**config.mk**
```make
export PLATFORM = sky130hd
export DESIGN_NAME = afe_front_end_control
export DESIGN_NICKNAME = d
export VERILOG_FILES = /design/src/inc/afe_pkg.sv /design/src/inc/afe_conv_if.sv /design/src/rtl/afe_decimator.sv /design/src/rtl/afe_front_end_control.sv
export SDC_FILE = /design/constraint.sdc
export NUM_CORES = 1
export LEC_CHECK = 0
export ABC_AREA = 1
export ABC_CLOCK_PERIOD_IN_PS = 3640
export BUFFER_PORTS_ARGS = -buffer_cell sky130_fd_sc_hd__buf_2
export CAP_MARGIN = 20
export CORE_ASPECT_RATIO = 1.75
export CORE_MARGIN = 5
export CORE_UTILIZATION = 30
export DETAILED_ROUTE_END_ITERATION = 6
export PLACE_DENSITY = 0.45
export SYNTH_ARGS = -nofsm -noshare
export SYNTH_HDL_FRONTEND = slang
export SYNTH_HIERARCHICAL = 1
export SYNTH_SLANG_ARGS = --single-unit
```
**constraint.sdc**
```tcl
create_clock -name clock -period 3.64 [get_ports clock]
set_input_delay 1.092 -clock clock [delete_from_list [all_inputs] [get_ports clock]]
set_output_delay 1.092 -clock clock [all_outputs]
set_load 0.03 [all_outputs]
```
**src/inc/afe_pkg.sv**
```systemverilog
`default_nettype none
package afe_pkg;
   // ==========================================================
   // Converter indices and counts
   localparam int CONV_COUNT = 2;
   localparam int PRIMARY_IDX = 0;
   localparam int AUX_IDX = 1;
   // ==========================================================
   // Result word
   localparam int DATA_W = 16;
   // ==========================================================
   // Excitation pin selection
   localparam logic EXC_PIN_ONE = 1'h0;
   localparam logic EXC_PIN_TWO = 1'h1;
   // ==========================================================
   // Calibration kinds
   localparam logic CAL_OFFSET = 1'h0;
   localparam logic CAL_GAIN = 1'h1;
   // ==========================================================
   // Sequencer states
   typedef enum logic [1:0] {
      SEQ_IDLE,
      SEQ_CONVERT,
      SEQ_CALIBRATE
   } afe_seq_type;
endpackage : afe_pkg
`default_nettype wire

```
**src/inc/afe_conv_if.sv**
```systemverilog
`timescale 1ns/10ps
`default_nettype none
interface afe_conv_if #(
   parameter int W = 16
);
   logic modBit;
   logic run;
   logic [W-1:0] rawWord;
   logic rawValid;
   modport seq (output modBit, output run, input rawWord, input rawValid);
   modport flt (input modBit, input run, output rawWord, output rawValid);
endinterface : afe_conv_if
`default_nettype wire

```
**src/rtl/afe_decimator.sv**
```systemverilog
`timescale 1ns/10ps
`default_nettype none
module afe_decimator #(
   parameter int W = 16
) (
   input wire logic clock,
   input wire logic reset_n,
   afe_conv_if.flt cif
);
   // ==========================================================
   // Window of 2^W-1 modulator samples, ones counted
   localparam logic [W-1:0] LAST_SAMPLE = {{(W-1){1'b1}}, 1'b0};
   logic [W-1:0] sampleCnt_ff;
   logic [W-1:0] onesAcc_ff;
   logic [W-1:0] word_ff;
   logic valid_ff;

   always_ff @(posedge clock) begin
      if (!reset_n || !cif.run) begin
         sampleCnt_ff <= '0;
         onesAcc_ff <= '0;
      end else if (sampleCnt_ff == LAST_SAMPLE) begin
         sampleCnt_ff <= '0;
         onesAcc_ff <= '0;
      end else begin
         sampleCnt_ff <= sampleCnt_ff + W'(1);
         onesAcc_ff <= onesAcc_ff + W'(cif.modBit);
      end
   end

   // ==========================================================
   // Word delivery: duty cycle becomes offset binary word
   always_ff @(posedge clock) begin
      if (!reset_n) begin
         word_ff <= '0;
         valid_ff <= 1'b0;
      end else begin
         valid_ff <= cif.run && (sampleCnt_ff == LAST_SAMPLE);
         if (cif.run && (sampleCnt_ff == LAST_SAMPLE)) begin
            word_ff <= onesAcc_ff + W'(cif.modBit);
         end
      end
   end

   assign cif.rawWord = word_ff;
   assign cif.rawValid = valid_ff;
endmodule : afe_decimator
`default_nettype wire

```
**src/rtl/afe_front_end_control.sv**
```systemverilog
`timescale 1ns/10ps
`default_nettype none
module afe_front_end_control #(
   parameter int DATA_W = afe_pkg::DATA_W
) (
   input wire logic clock,
   input wire logic reset_n,
   input wire logic [afe_pkg::CONV_COUNT-1:0] modulatorBit,
   input wire logic [afe_pkg::CONV_COUNT-1:0] convStart,
   input wire logic [afe_pkg::CONV_COUNT-1:0] calStart,
   input wire logic [afe_pkg::CONV_COUNT-1:0] calKind,
   input wire logic [afe_pkg::CONV_COUNT-1:0] doneClear,
   input wire logic primaryUnipolar,
   input wire logic auxUnipolar,
   input wire logic primaryExtRefSelect,
   input wire logic auxExtRefSelect,
   input wire logic burnoutEnable,
   input wire logic excSourceOneOn,
   input wire logic excSourceTwoOn,
   input wire logic excCombine,
   input wire logic excCombinePin,
   input wire logic refDiffLow,
   input wire logic refPosOpen,
   input wire logic refNegOpen,
   output logic noValidRefFlag,
   output logic [afe_pkg::CONV_COUNT-1:0] convDoneFlags,
   output logic primaryCalError,
   output logic auxCalError,
   output logic [afe_pkg::CONV_COUNT-1:0] convBusy,
   output logic [afe_pkg::CONV_COUNT-1:0][DATA_W-1:0] convResult,
   output logic [afe_pkg::CONV_COUNT-1:0][DATA_W-1:0] offsetCoef,
   output logic [afe_pkg::CONV_COUNT-1:0][DATA_W-1:0] gainCoef,
   output logic [afe_pkg::CONV_COUNT-1:0] extRefEnable,
   output logic [afe_pkg::CONV_COUNT-1:0] bandgapEnable,
   output logic burnoutSourceOn,
   output logic burnoutSinkOn,
   output logic [1:0] excitationOutOne,
   output logic [1:0] excitationOutTwo
);
   // ==========================================================
   // Output coding from offset binary filter word
   function automatic logic [DATA_W-1:0] codeResult(input logic [DATA_W-1:0] raw, input logic unipolar);
      logic [DATA_W-1:0] coded;
      coded = raw;
      if (unipolar) begin
         if (!raw[DATA_W-1]) begin
            coded = '0;
         end else begin
            coded = {raw[DATA_W-2:0], raw[0]};
         end
      end
      return coded;
   endfunction : codeResult

   // ==========================================================
   // Excitation routing: bit0 source one, bit1 source two
   function automatic logic [1:0] excRoute(input logic pin, input logic oneOn, input logic twoOn,
                                           input logic combine, input logic combinePin);
      logic [1:0] route;
      route = 2'h0;
      if (combine) begin
         if (combinePin == pin) begin
            route = {twoOn, oneOn};
         end
      end else if (pin == afe_pkg::EXC_PIN_ONE) begin
         route = {1'b0, oneOn};
      end else begin
         route = {twoOn, 1'b0};
      end
      return route;
   endfunction : excRoute

   // ==========================================================
   // Control registers
   logic [afe_pkg::CONV_COUNT-1:0] unipolar_ff;
   logic [afe_pkg::CONV_COUNT-1:0] extRef_ff;
   logic [afe_pkg::CONV_COUNT-1:0] bandgap_ff;
   logic burnout_ff;
   logic [1:0] excOne_ff;
   logic [1:0] excTwo_ff;

   always_ff @(posedge clock) begin
      if (!reset_n) begin
         unipolar_ff <= '0;
         extRef_ff <= '0;
         bandgap_ff <= '1;
      end else begin
         unipolar_ff <= {auxUnipolar, primaryUnipolar};
         extRef_ff <= {auxExtRefSelect, primaryExtRefSelect};
         bandgap_ff <= ~{auxExtRefSelect, primaryExtRefSelect};
      end
   end

   always_ff @(posedge clock) begin
      if (!reset_n) begin
         burnout_ff <= 1'b0;
      end else begin
         burnout_ff <= burnoutEnable;
      end
   end

   always_ff @(posedge clock) begin
      if (!reset_n) begin
         excOne_ff <= 2'h0;
         excTwo_ff <= 2'h0;
      end else begin
         excOne_ff <= excRoute(afe_pkg::EXC_PIN_ONE, excSourceOneOn, excSourceTwoOn,
                               excCombine, excCombinePin);
         excTwo_ff <= excRoute(afe_pkg::EXC_PIN_TWO, excSourceOneOn, excSourceTwoOn,
                               excCombine, excCombinePin);
      end
   end

   // ==========================================================
   // Reference detect
   logic noRef_ff;

   always_ff @(posedge clock) begin
      if (!reset_n) begin
         noRef_ff <= 1'b0;
      end else begin
         noRef_ff <= refDiffLow || refPosOpen || refNegOpen;
      end
   end

   // ==========================================================
   // Per-converter sequencer
   logic [afe_pkg::CONV_COUNT-1:0] done_ff;
   logic [afe_pkg::CONV_COUNT-1:0] calErr_ff;
   logic [afe_pkg::CONV_COUNT-1:0] busy_ff;
   logic [afe_pkg::CONV_COUNT-1:0][DATA_W-1:0] result_ff;
   logic [afe_pkg::CONV_COUNT-1:0][DATA_W-1:0] offset_ff;
   logic [afe_pkg::CONV_COUNT-1:0][DATA_W-1:0] gain_ff;

   for (genvar c = 0; c < afe_pkg::CONV_COUNT; c++) begin : g_conv
      afe_conv_if #(.W(DATA_W)) cif ();
      afe_pkg::afe_seq_type state_ff;
      logic kind_ff;
      logic refLost_ff;

      afe_decimator #(.W(DATA_W)) u_decimator (
         .clock(clock),
         .reset_n(reset_n),
         .cif(cif.flt)
      );

      assign cif.modBit = modulatorBit[c];
      assign cif.run = (state_ff != afe_pkg::SEQ_IDLE);

      always_ff @(posedge clock) begin
         if (!reset_n) begin
            state_ff <= afe_pkg::SEQ_IDLE;
            kind_ff <= afe_pkg::CAL_OFFSET;
         end else begin
            case (state_ff)
               afe_pkg::SEQ_IDLE: begin
                  if (calStart[c]) begin
                     state_ff <= afe_pkg::SEQ_CALIBRATE;
                     kind_ff <= calKind[c];
                  end else if (convStart[c]) begin
                     state_ff <= afe_pkg::SEQ_CONVERT;
                  end
               end
               default: begin
                  if (cif.rawValid) begin
                     state_ff <= afe_pkg::SEQ_IDLE;
                  end
               end
            endcase
         end
      end

      // Reference loss seen at any point of the running cycle
      always_ff @(posedge clock) begin
         if (!reset_n || state_ff == afe_pkg::SEQ_IDLE) begin
            refLost_ff <= 1'b0;
         end else if (noRef_ff) begin
            refLost_ff <= 1'b1;
         end
      end

      always_ff @(posedge clock) begin
         if (!reset_n) begin
            result_ff[c] <= '0;
         end else if (state_ff == afe_pkg::SEQ_CONVERT && cif.rawValid) begin
            if (refLost_ff || noRef_ff) begin
               result_ff[c] <= '1;
            end else begin
               result_ff[c] <= codeResult(cif.rawWord, unipolar_ff[c]);
            end
         end
      end

      // Coefficients taken at the coded calibration point
      always_ff @(posedge clock) begin
         if (!reset_n) begin
            offset_ff[c] <= '0;
            gain_ff[c] <= '0;
         end else if (state_ff == afe_pkg::SEQ_CALIBRATE && cif.rawValid && !(refLost_ff || noRef_ff)) begin
            if (kind_ff == afe_pkg::CAL_GAIN) begin
               gain_ff[c] <= codeResult(cif.rawWord, unipolar_ff[c]);
            end else begin
               offset_ff[c] <= codeResult(cif.rawWord, unipolar_ff[c]);
            end
         end
      end

      always_ff @(posedge clock) begin
         if (!reset_n) begin
            calErr_ff[c] <= 1'b0;
         end else if (state_ff == afe_pkg::SEQ_CALIBRATE && cif.rawValid && (refLost_ff || noRef_ff)) begin
            calErr_ff[c] <= 1'b1;
         end else if (state_ff == afe_pkg::SEQ_IDLE && calStart[c]) begin
            calErr_ff[c] <= 1'b0;
         end
      end

      // Done flag: set wins over clear
      always_ff @(posedge clock) begin
         if (!reset_n) begin
            done_ff[c] <= 1'b0;
         end else if (state_ff != afe_pkg::SEQ_IDLE && cif.rawValid) begin
            done_ff[c] <= 1'b1;
         end else if (doneClear[c]) begin
            done_ff[c] <= 1'b0;
         end
      end

      always_ff @(posedge clock) begin
         if (!reset_n) begin
            busy_ff[c] <= 1'b0;
         end else begin
            busy_ff[c] <= (state_ff == afe_pkg::SEQ_IDLE) ? (calStart[c] || convStart[c]) : !cif.rawValid;
         end
      end
   end

   // ==========================================================
   // Outputs
   assign noValidRefFlag = noRef_ff;
   assign convDoneFlags = done_ff;
   assign primaryCalError = calErr_ff[afe_pkg::PRIMARY_IDX];
   assign auxCalError = calErr_ff[afe_pkg::AUX_IDX];
   assign convBusy = busy_ff;
   assign convResult = result_ff;
   assign offsetCoef = offset_ff;
   assign gainCoef = gain_ff;
   assign extRefEnable = extRef_ff;
   assign bandgapEnable = bandgap_ff;
   assign burnoutSourceOn = burnout_ff;
   assign burnoutSinkOn = burnout_ff;
   assign excitationOutOne = excOne_ff;
   assign excitationOutTwo = excTwo_ff;
endmodule : afe_front_end_control
`default_nettype wire

```
==> out/qor.txt, run 1 <==
hold_buf cts: 0
CP Buf/Inv Count: 1
max_cap viols: 0
gr usage total: 0.146
CTS Buffer Depth: 3
chip height: 252 um
PostCTS Resize Cnt: 0
class of the worst hold path: reg2reg
drt drc: 0
post-layout minimum cycle time: 2.37 ns
die area: 37400 um2
IO Count: 137
leak pwr: 0.00556 uW
Max-slew headroom: 0.361
drt pass-1 iters: 5
gpl congestion: 0.764
clock network power share: 0.491
Clk pin slew, worst setup/hold paths: 0.06 ns
FF/Latch Area: 4400 um2
RSZ-0062 raised after global routing: no
Sink Count: 220
CTS tree: built
Post-Syn Area: 10000 um2
internal power: 3990 uW
pin count of the biggest net entering global routing: 73
sequential share of the synthesized area: 0.439
final worst-path cycle share: 0.650
number of setup buffers added after CTS: 0
Slew @ Worst Pin: 0.954 ns
worst skew pair latency: 0.53 ns
crit path launch type: register
Port Buf Inserts: 136
cts bufs inserted: 23
cell-by-cell trace of the critical path: buf_2
most common cell after layout, fill and taps aside: nand2_1
worst setup path endpoint: noValidRefFlag
#FFs+latches synth: 220
area of the multi-input gates: 4270 um2
diode count: 0
Reg power frac: 0.473
CP Data Required Time: 2.55 ns
switch share: 0.231
maximum vdd drop: 0.300 mV
Post-DP HPWL: 20500 um
fill cell count: 3621
Warnings, synthesis: 6
initial core utilization: 0.304
DRT antenna net count: 0
average routed wire per standard cell: 14.1 um
setup TNS: 0 ns
r2r setup slk: 1.68 ns
first-pass GRT wire length: 43700 um
Crit Path Class: reg2out
post-synthesis net count: 1469
terminus of the critical flop-to-flop path: g_conv[1].u_decimator/onesAcc_ff[12]
most frequent cells in the layout: 378 x nand2_1, 259 x nor2_1, 257 x inv_1
DR vias: 8433
final core utilization: 0.354
number of global-route vias before repair: 8006
Crit. Startpoint: noValidRefFlag
Root Driver: clkbuf_16
H-tree Lvls: 1
Switch Pwr: 1200 uW
worst reg2reg startpoint: g_conv[1].state_ff[0]
Highest Clock Rate: 422 MHz
crit-path leading delay family: flip-flops
reg2reg path depth: 6
share of layout cells above drive strength 1: 0.158
logic gate share of total power: 0.036
Critical Path AT: 1.28 ns
Max Slew Vio Count: 0
core area: 33000 um2
final WL: 27700 um
gr ovfl total: 0
row count: 88
Max Fanout on Critical Path: 3
WP depth: 1
setup violators final: 0
clk_skew: 0.0176 ns
Worst setup EP type: primary output
outcome: completed
Syn Inst Count: 1436
Final nets: 1584
CP max stage cell: dfxtp_1
Yosys cell types: 42
Die X: 148 um
synthesis-to-layout area growth: 16.4%
1st-iter DRT viols: 301
initial antenna violation count: 0
Power Density: 444 nW/um2
hold violation count in the final report: 0
Largest stage delay, worst path: 0.49 ns
post-synthesis average cell area: 6.99 um2
vias per cell: 4.28
[worst register-to-register path, cell delays in order (launching register included)]
cell	delay [ns]
dfxtp_1	0.44
nor2_1	0.13
inv_1	0.40
nand2_1	0.24
nor2_8	0.28
clkinv_4	0.23
a21oi_1	0.17
[cell families after synthesis]
kind of cell / share of synthesized area
XOR/XNOR: 0.0253
adder cells (fa/ha/maj): 0.0112
AND/OR/NAND/NOR: 0.315
buffers and inverters: 0.136
flip-flops: 0.439
AO/OA/AOI/OAI: 0.0736
[power groups by stage]
stage	logic (uW)	registers, uW	clock network, uW
finish	185	2460	2550
global route	208	2460	2740
CTS	193	2460	2650
detailed placement	192	2510	0
global placement	190	2510	0
floorplan	129	2520	0
[per-layer routing]
metal / global-route usage / part of all wire
met4: 0.0449 / 0.024
met5: 0 / 0
met1: 0.163 / 0.40
met3: 0.0190 / 0.040
met2: 0.284 / 0.54
[per-stage QoR]
stage	cells	worst slack, ns	hold WS (ns)	total power, uW	area [um2]
after global placement	1931	1.14	0.444	2700	10900
final	1972	1.27	0.460	5190	11700
after CTS	1972	1.24	0.468	5300	11700
after global routing	1972	1.20	0.486	5410	11700
after detailed placement	1931	1.11	0.450	2700	10900
after floorplan	1436	1.44	0.429	2650	10000
[Yosys cell counts]
| cell type | instances | area [um2] |
|---|---|---|
| nor2_2 | 7 | 43.8 |
| nand4_1 | 12 | 75.1 |
| buf_4 | 10 | 75.1 |
| nand3b_1 | 2 | 15.0 |
| nand3_1 | 35 | 175 |
| nor3_1 | 9 | 45.0 |
| ha_1 | 9 | 113 |
| inv_2 | 3 | 11.3 |
| nand2_4 | 1 | 11.3 |
| nor4_1 | 1 | 6.26 |
| nor2b_1 | 1 | 6.26 |
| clkinv_4 | 1 | 8.76 |
| a21oi_2 | 20 | 175 |
| o31ai_1 | 1 | 7.51 |
| clkinv_2 | 1 | 5.00 |
| nor2_8 | 2 | 40.0 |
| nor2_1 | 259 | 972 |
| inv_1 | 257 | 965 |
| clkbuf_1 | 4 | 15.0 |
| nor3_2 | 2 | 20.0 |
| nand2_2 | 12 | 75.1 |
| o21bai_1 | 3 | 22.5 |
| buf_6 | 17 | 191 |
| nand3_4 | 5 | 87.6 |
| nor2b_2 | 1 | 8.76 |
| or2_2 | 3 | 18.8 |
| buf_1 | 3 | 11.3 |
| xor2_1 | 15 | 131 |
| and2_1 | 2 | 12.5 |
| nor2_4 | 8 | 90.1 |
| a21oi_1 | 55 | 275 |
| o21ai_0 | 9 | 45.0 |
| buf_8 | 1 | 15.0 |
| nand3_2 | 3 | 30.0 |
| or2_1 | 1 | 6.26 |
| o22ai_1 | 28 | 175 |
| nand2_1 | 378 | 1420 |
| dfxtp_1 | 220 | 4400 |
| o21ai_1 | 6 | 30.0 |
| buf_2 | 14 | 70.1 |
| xnor2_1 | 14 | 123 |
| a211oi_1 | 1 | 7.51 |
[worst min path at each step]
| stage | start | to | slack [ns] | cells past startpoint |
|---|---|---|---|---|
| 6_report | g_conv[0].u_decimator/sampleCnt_ff[0] | g_conv[0].u_decimator/sampleCnt_ff[0] | 0.46 | 1 |
| 5_1_grt | g_conv[0].u_decimator/cif.rawWord[1] | g_conv[0].u_decimator/cif.rawWord[1] | 0.49 | 2 |
| 4_1_cts | g_conv[0].u_decimator/cif.rawWord[4] | g_conv[0].u_decimator/cif.rawWord[4] | 0.47 | 2 |
| 3_5_place_dp | convDoneFlags[1] | convDoneFlags[1] | 0.45 | 2 |
| 3_3_place_gp | g_conv[0].u_decimator/sampleCnt_ff[0] | g_conv[0].u_decimator/sampleCnt_ff[0] | 0.44 | 1 |
| 2_1_floorplan | g_conv[0].u_decimator/sampleCnt_ff[0] | g_conv[0].u_decimator/sampleCnt_ff[0] | 0.43 | 1 |
[area by class of cell]
type	instances	share of cell area
well taps	405	0.0434
repair buffers	139	0.0604
flip-flops and latches	220	0.377
clock buffers	28	0.0534
clock inverters	13	0.0159
multi-input cells	905	0.365
inverters	262	0.0847
[registers in the layout, indices dropped and copies added (netlist names), 4 cells and up]
name / cells
convResult: 32
g_conv.u_decimator/cif.rawWord: 32
g_conv.u_decimator/onesAcc_ff: 32
g_conv.u_decimator/sampleCnt_ff: 32
gainCoef: 32
offsetCoef: 32
g_conv.state_ff: 4
(Power assumes the default switching activity.)
==> inputs of run 2 (changes only) <==
--- a/config.mk
+++ b/config.mk
@@ -6,7 +6,7 @@
 export NUM_CORES = 1
 export LEC_CHECK = 0
 export ABC_AREA = 1
-export ABC_CLOCK_PERIOD_IN_PS = 3640
+export ABC_CLOCK_PERIOD_IN_PS = 2200
 export BUFFER_PORTS_ARGS = -buffer_cell sky130_fd_sc_hd__buf_2
 export CAP_MARGIN = 20
 export CORE_ASPECT_RATIO = 1.75
==> constraint.sdc (replaced) <==
create_clock -name clock -period 2.2 [get_ports clock]
set_input_delay 0.66 -clock clock [delete_from_list [all_inputs] [get_ports clock]]
set_output_delay 0.66 -clock clock [all_outputs]
set_load 0.03 [all_outputs]
==> out/qor.txt, run 2 (synthesis results as in run 1) <==
PostCTS Resize Cnt: 0 (unchanged)
Finished Layout Cells: 1982 (+0.51%)
number of global-route vias before repair: 8094 (+1.1%)
Root Driver: clkbuf_16
Die X: 148 um (unchanged)
drt pass-1 iters: 5 (unchanged)
Power Density: 729 nW/um2 (+64%)
Final Power: 8580 uW (+65%)
FF/Latch Area: 4400 um2 (unchanged)
clock network power share: 0.489 (-0.002)
cell-by-cell trace of the critical path: buf_2
first-pass GRT wire length: 44500 um (+1.8%)
Max-slew headroom: 0.588 (+0.227)
setup TNS: 0 ns (unchanged)
worst skew pair latency: 0.53 ns (about the same)
switch share: 0.229 (-0.00189)
gpl congestion: 0.786 (+2.8%)
area of the multi-input gates: 4270 um2 (unchanged)
1st-iter DRT viols: 366 (+22%)
IO Count: 137 (unchanged)
max_cap viols: 0 (unchanged)
r2r setup slk: 0.45 ns (-1.23 ns)
diode count: 0 (unchanged)
most common cell after layout, fill and taps aside: nand2_1
average routed wire per standard cell: 14.3 um (+1.5%)
initial core utilization: 0.304 (unchanged)
gr ovfl total: 0 (unchanged)
outcome: completed
hold_buf cts: 0 (unchanged)
row count: 88 (unchanged)
final WL: 28300 um (+2.0%)
Final nets: 1594 (+0.63%)
Slew @ Worst Pin: 0.618 ns (-0.336 ns)
post-layout minimum cycle time: 1.96 ns
Sink Count: 220 (unchanged)
DRT antenna net count: 0 (unchanged)
CTS Buffer Depth: 3 (unchanged)
clk_skew: 0.0113 ns (-0.00630 ns)
vias per cell: 4.28 (+0.17%)
Clk pin slew, worst setup/hold paths: 0.06 ns (about the same)
class of the worst hold path: in2reg
chip height: 252 um (unchanged)
Port Buf Inserts: 136 (unchanged)
drt drc: 0 (unchanged)
CP Data Required Time: 1.54 ns (-1.01 ns)
worst setup margin: 0.240 ns (-1.03 ns)
most frequent cells in the layout: 378 x nand2_1, 259 x nor2_1, 257 x inv_1
RSZ-0062 raised after global routing: no
Max Fanout on Critical Path: 3 (unchanged)
fill cell count: 3617 (-0.11%)
pin count of the biggest net entering global routing: 90 (+23%)
worst reg2reg startpoint: g_conv[0].state_ff[0]
DP Worst Slack: 0.178 ns (-0.936 ns)
gr usage total: 0.149 (+0.00301)
logic gate share of total power: 0.038 (+0.002)
CTS tree: built
Reg power frac: 0.473 (about the same)
Critical Path AT: 1.30 ns (+0.02 ns)
die area: 37400 um2 (unchanged)
Largest stage delay, worst path: 0.51 ns (+0.02 ns)
CP Buf/Inv Count: 1 (unchanged)
Worst setup EP type: primary output
internal power: 6610 uW (+66%)
Crit Path Class: reg2out
synthesis-to-layout area growth: 17.2%
CP max stage cell: dfxtp_1
Crit. Startpoint: noValidRefFlag
Max Slew Vio Count: 0 (unchanged)
crit path launch type: register
placement-stage cell area: 11000 um2 (+0.74%)
initial antenna violation count: 0 (unchanged)
Highest Clock Rate: 510 MHz
DP Cell Count: 1940 (+0.47%)
DR vias: 8490 (+0.68%)
setup violators final: 0 (unchanged)
final worst-path cycle share: 0.891
crit-path leading delay family: flip-flops
H-tree Lvls: 1 (unchanged)
leak pwr: 0.00560 uW (+0.86%)
number of setup buffers added after CTS: 0 (unchanged)
Post-DP HPWL: 21000 um (+2.3%)
maximum vdd drop: 0.487 mV (+63%)
share of layout cells above drive strength 1: 0.162 (+0.00407)
cts bufs inserted: 24 (+4.3%)
Design Area, Final: 11800 um2 (+0.72%)
hold violation count in the final report: 0 (unchanged)
Switch Pwr: 1970 uW (+64%)
hold path start: primaryExtRefSelect
core area: 33000 um2 (unchanged)
run 2: power by group through the flow:
stage / Clock, uW / Sequential, uW / Combinational (uW)
3_5_place_dp: 0 / 4150 / 337
5_1_grt: 4490 / 4060 / 364
6_report: 4190 / 4060 / 327
3_3_place_gp: 0 / 4150 / 338
4_1_cts: 4360 / 4060 / 338
2_1_floorplan: 0 / 4160 / 214
run 2: final cells by class:
cell class                 instances  area share
sequential                       220       0.374
multi-input combinational        905       0.363
inverter                         262      0.0841
timing repair buffer             148      0.0668
clock buffer                      35      0.0615
tap                              405      0.0431
clock inverter                     7     0.00766
run 2: per-stage QoR:
| step | hold WS, ns | util |
|---|---|---|
| 2_1_floorplan | 0.429 | - |
| 3_3_place_gp | 0.449 | 0.332 |
| 3_5_place_dp | 0.459 | 0.332 |
| 4_1_cts | 0.280 | 0.356 |
| 5_1_grt | 0.282 | 0.356 |
| 6_report | 0.307 | 0.356 |
run 2: path summary, 6_finish.rpt:
kind / endpoint / cells after the start
hold / removal: bandgapEnable[0] / 2
setup reg to reg: g_conv[0].u_decimator/sampleCnt_ff[3] / 6
setup / recovery: noValidRefFlag / 1
hold reg to reg: g_conv[0].u_decimator/sampleCnt_ff[0] / 1
run 2: layer usage:
layer	share of wire	GRT usage	wire length [um]	vias up
met4	0.029	0.0518	820	0
met5	0	0	0	-
li1	-	-	-	4544
met2	0.54	0.290	15300	166
met3	0.040	0.0198	1130	37
met1	0.39	0.163	11100	3743
==> inputs of run 3 (changes only) <==
--- a/config.mk
+++ b/config.mk
@@ -11,9 +11,10 @@
 export CAP_MARGIN = 20
 export CORE_ASPECT_RATIO = 1.75
 export CORE_MARGIN = 5
-export CORE_UTILIZATION = 30
+export CORE_UTILIZATION = 58
+export CTS_CLUSTER_DIAMETER = 80
 export DETAILED_ROUTE_END_ITERATION = 6
-export PLACE_DENSITY = 0.45
+export PLACE_DENSITY = 0.78
 export SYNTH_ARGS = -nofsm -noshare
 export SYNTH_HDL_FRONTEND = slang
 export SYNTH_HIERARCHICAL = 1
==> out/qor.txt, run 3 (synthesis results as in run 1) <==
CTS Buffer Depth: 3 (unchanged)
hold_buf cts: 0 (unchanged)
met2 wire length: 13200 um (-14%)
most common cell after layout, fill and taps aside: nand2_1
class of the worst hold path: in2reg
worst skew pair latency: 0.49 ns (-0.04 ns)
crit path launch type: register
post-layout minimum cycle time: 1.88 ns (-0.0846 ns)
Crit Path Class: reg2out
CP Buf/Inv Count: 1 (unchanged)
core area: 17000 um2 (-48%)
fill cell count: 1536 (-58%)
Post-DP HPWL: 17500 um (-16%)
Highest Clock Rate: 533 MHz (+4.5%)
CP Data Required Time: 1.54 ns (about the same)
final WL: 23800 um (-16%)
cts bufs inserted: 20 (-17%)
Worst setup EP type: primary output
Fin Hold WS: 0.339 ns (+0.0318 ns)
CTS tree: built
Die X: 109 um (-26%)
gr usage total: 0.241 (+0.0915)
drt drc: 0 (unchanged)
number of global-route vias before repair: 8436 (+4.2%)
gpl congestion: 0.898 (+14%)
initial core utilization: 0.589 (+0.286)
met1 WL: 8560 um (-23%)
Largest stage delay, worst path: 0.48 ns (-0.03 ns)
row count: 63 (-28%)
DP Worst Slack: 0.104 ns (-0.0745 ns)
share of layout cells above drive strength 1: 0.154 (-0.00804)
clk_skew: 0.0133 ns (+0.00196 ns)
Max Fanout on Critical Path: 3 (unchanged)
Port Buf Inserts: 136 (unchanged)
Slew @ Worst Pin: 0.605 ns (-0.0128 ns)
1st-iter DRT viols: 378 (+3.3%)
setup violators final: 0 (unchanged)
max_cap viols: 0 (unchanged)
worst setup margin: 0.325 ns (+0.0846 ns)
vias per cell: 4.82 (+13%)
crit-path leading delay family: flip-flops
setup TNS: 0 ns (unchanged)
H-tree Lvls: 1 (unchanged)
Sink Count: 220 (unchanged)
IO Count: 137 (unchanged)
Clk pin slew, worst setup/hold paths: 0.06 ns (about the same)
CP max stage cell: dfxtp_1
maximum vdd drop: 0.651 mV (+34%)
cell-by-cell trace of the critical path: buf_2
Root Driver: clkbuf_16
synthesis-to-layout area growth: 12.6%
DRT antenna net count: 0 (unchanged)
number of setup buffers added after CTS: 0 (unchanged)
diode count: 0 (unchanged)
DR WL met3: 1180 um (+4.4%)
first-pass GRT wire length: 39200 um (-12%)
leak pwr: 0.00549 uW (-2.1%)
initial antenna violation count: 0 (unchanged)
PostCTS Resize Cnt: 0 (unchanged)
final worst-path cycle share: 0.852 (-0.0384)
outcome: completed
area of the multi-input gates: 4260 um2 (about the same)
most frequent cells in the layout: 378 x nand2_1, 259 x nor2_1, 257 x inv_1
DR vias: 8631 (+1.7%)
Final nets: 1587 (-0.44%)
die area: 20100 um2 (-46%)
hold violation count in the final report: 0 (unchanged)
Power Density: 672 nW/um2 (-7.8%)
RSZ-0062 raised after global routing: no
pin count of the biggest net entering global routing: 93 (+3.3%)
drt pass-1 iters: 5 (unchanged)
chip height: 184 um (-27%)
average routed wire per standard cell: 13.3 um (-7.0%)
gr ovfl total: 0 (unchanged)
Max-slew headroom: 0.596 (+0.00850)
Critical Path AT: 1.22 ns (-0.08 ns)
Max Slew Vio Count: 0 (unchanged)
Top Metal Used: met4
FF/Latch Area: 4400 um2 (unchanged)
-- run 3: cell count changes in the layout (fill, tap and decap cells not counted) --
cell        delta
nor2b_1        +1
nor2b_2        -1
clkinvlp_4     -2
clkbuf_16      -4
clkbuf_1       -1
clkbuf_8       -3
buf_4          -3
bufinv_16      -2
-- run 3: final cells by class --
class                   count  share of cell area
clock buffers              27              0.0512
clock inverters             3             0.00133
inverters                 262              0.0876
multi-input cells         905               0.377
flip-flops and latches    220               0.390
well taps                 227              0.0251
repair buffers            145              0.0676
-- run 3: through the flow --
stage | util | area (um2) | power, uW | instances
after detailed placement | 0.629 | 10700 | 4460 | 1759
after CTS | 0.664 | 11300 | 7680 | 1789
after global placement | 0.629 | 10700 | 4450 | 1759
after global routing | 0.664 | 11300 | 7870 | 1789
after floorplan | - | 10000 | 4380 | 1436
final | 0.664 | 11300 | 7590 | 1789
-- run 3: path summary, 6_finish.rpt --
kind | to | from | slack, ns | cells past startpoint
hold / removal | bandgapEnable[1] | auxExtRefSelect | 0.34 | 2
setup / recovery | noValidRefFlag | noValidRefFlag | 0.32 | 1
setup reg to reg | g_conv[0].u_decimator/sampleCnt_ff[10] | g_conv[0].state_ff[0] | 0.49 | 6
hold reg to reg | convDoneFlags[0] | convDoneFlags[0] | 0.46 | 2
-- run 3: per-layer routing --
layer	vias up	track usage
met5	-	0
met3	53	0.0341
met1	3857	0.241
met2	202	0.477
li1	4519	-
met4	0	0.0964
-- run 3: where the power goes --
part	internal (uW)	total (uW)	switching [uW]
registers	4020	4050	32.7
logic	85.2	312	227
clock network	1820	3230	1410
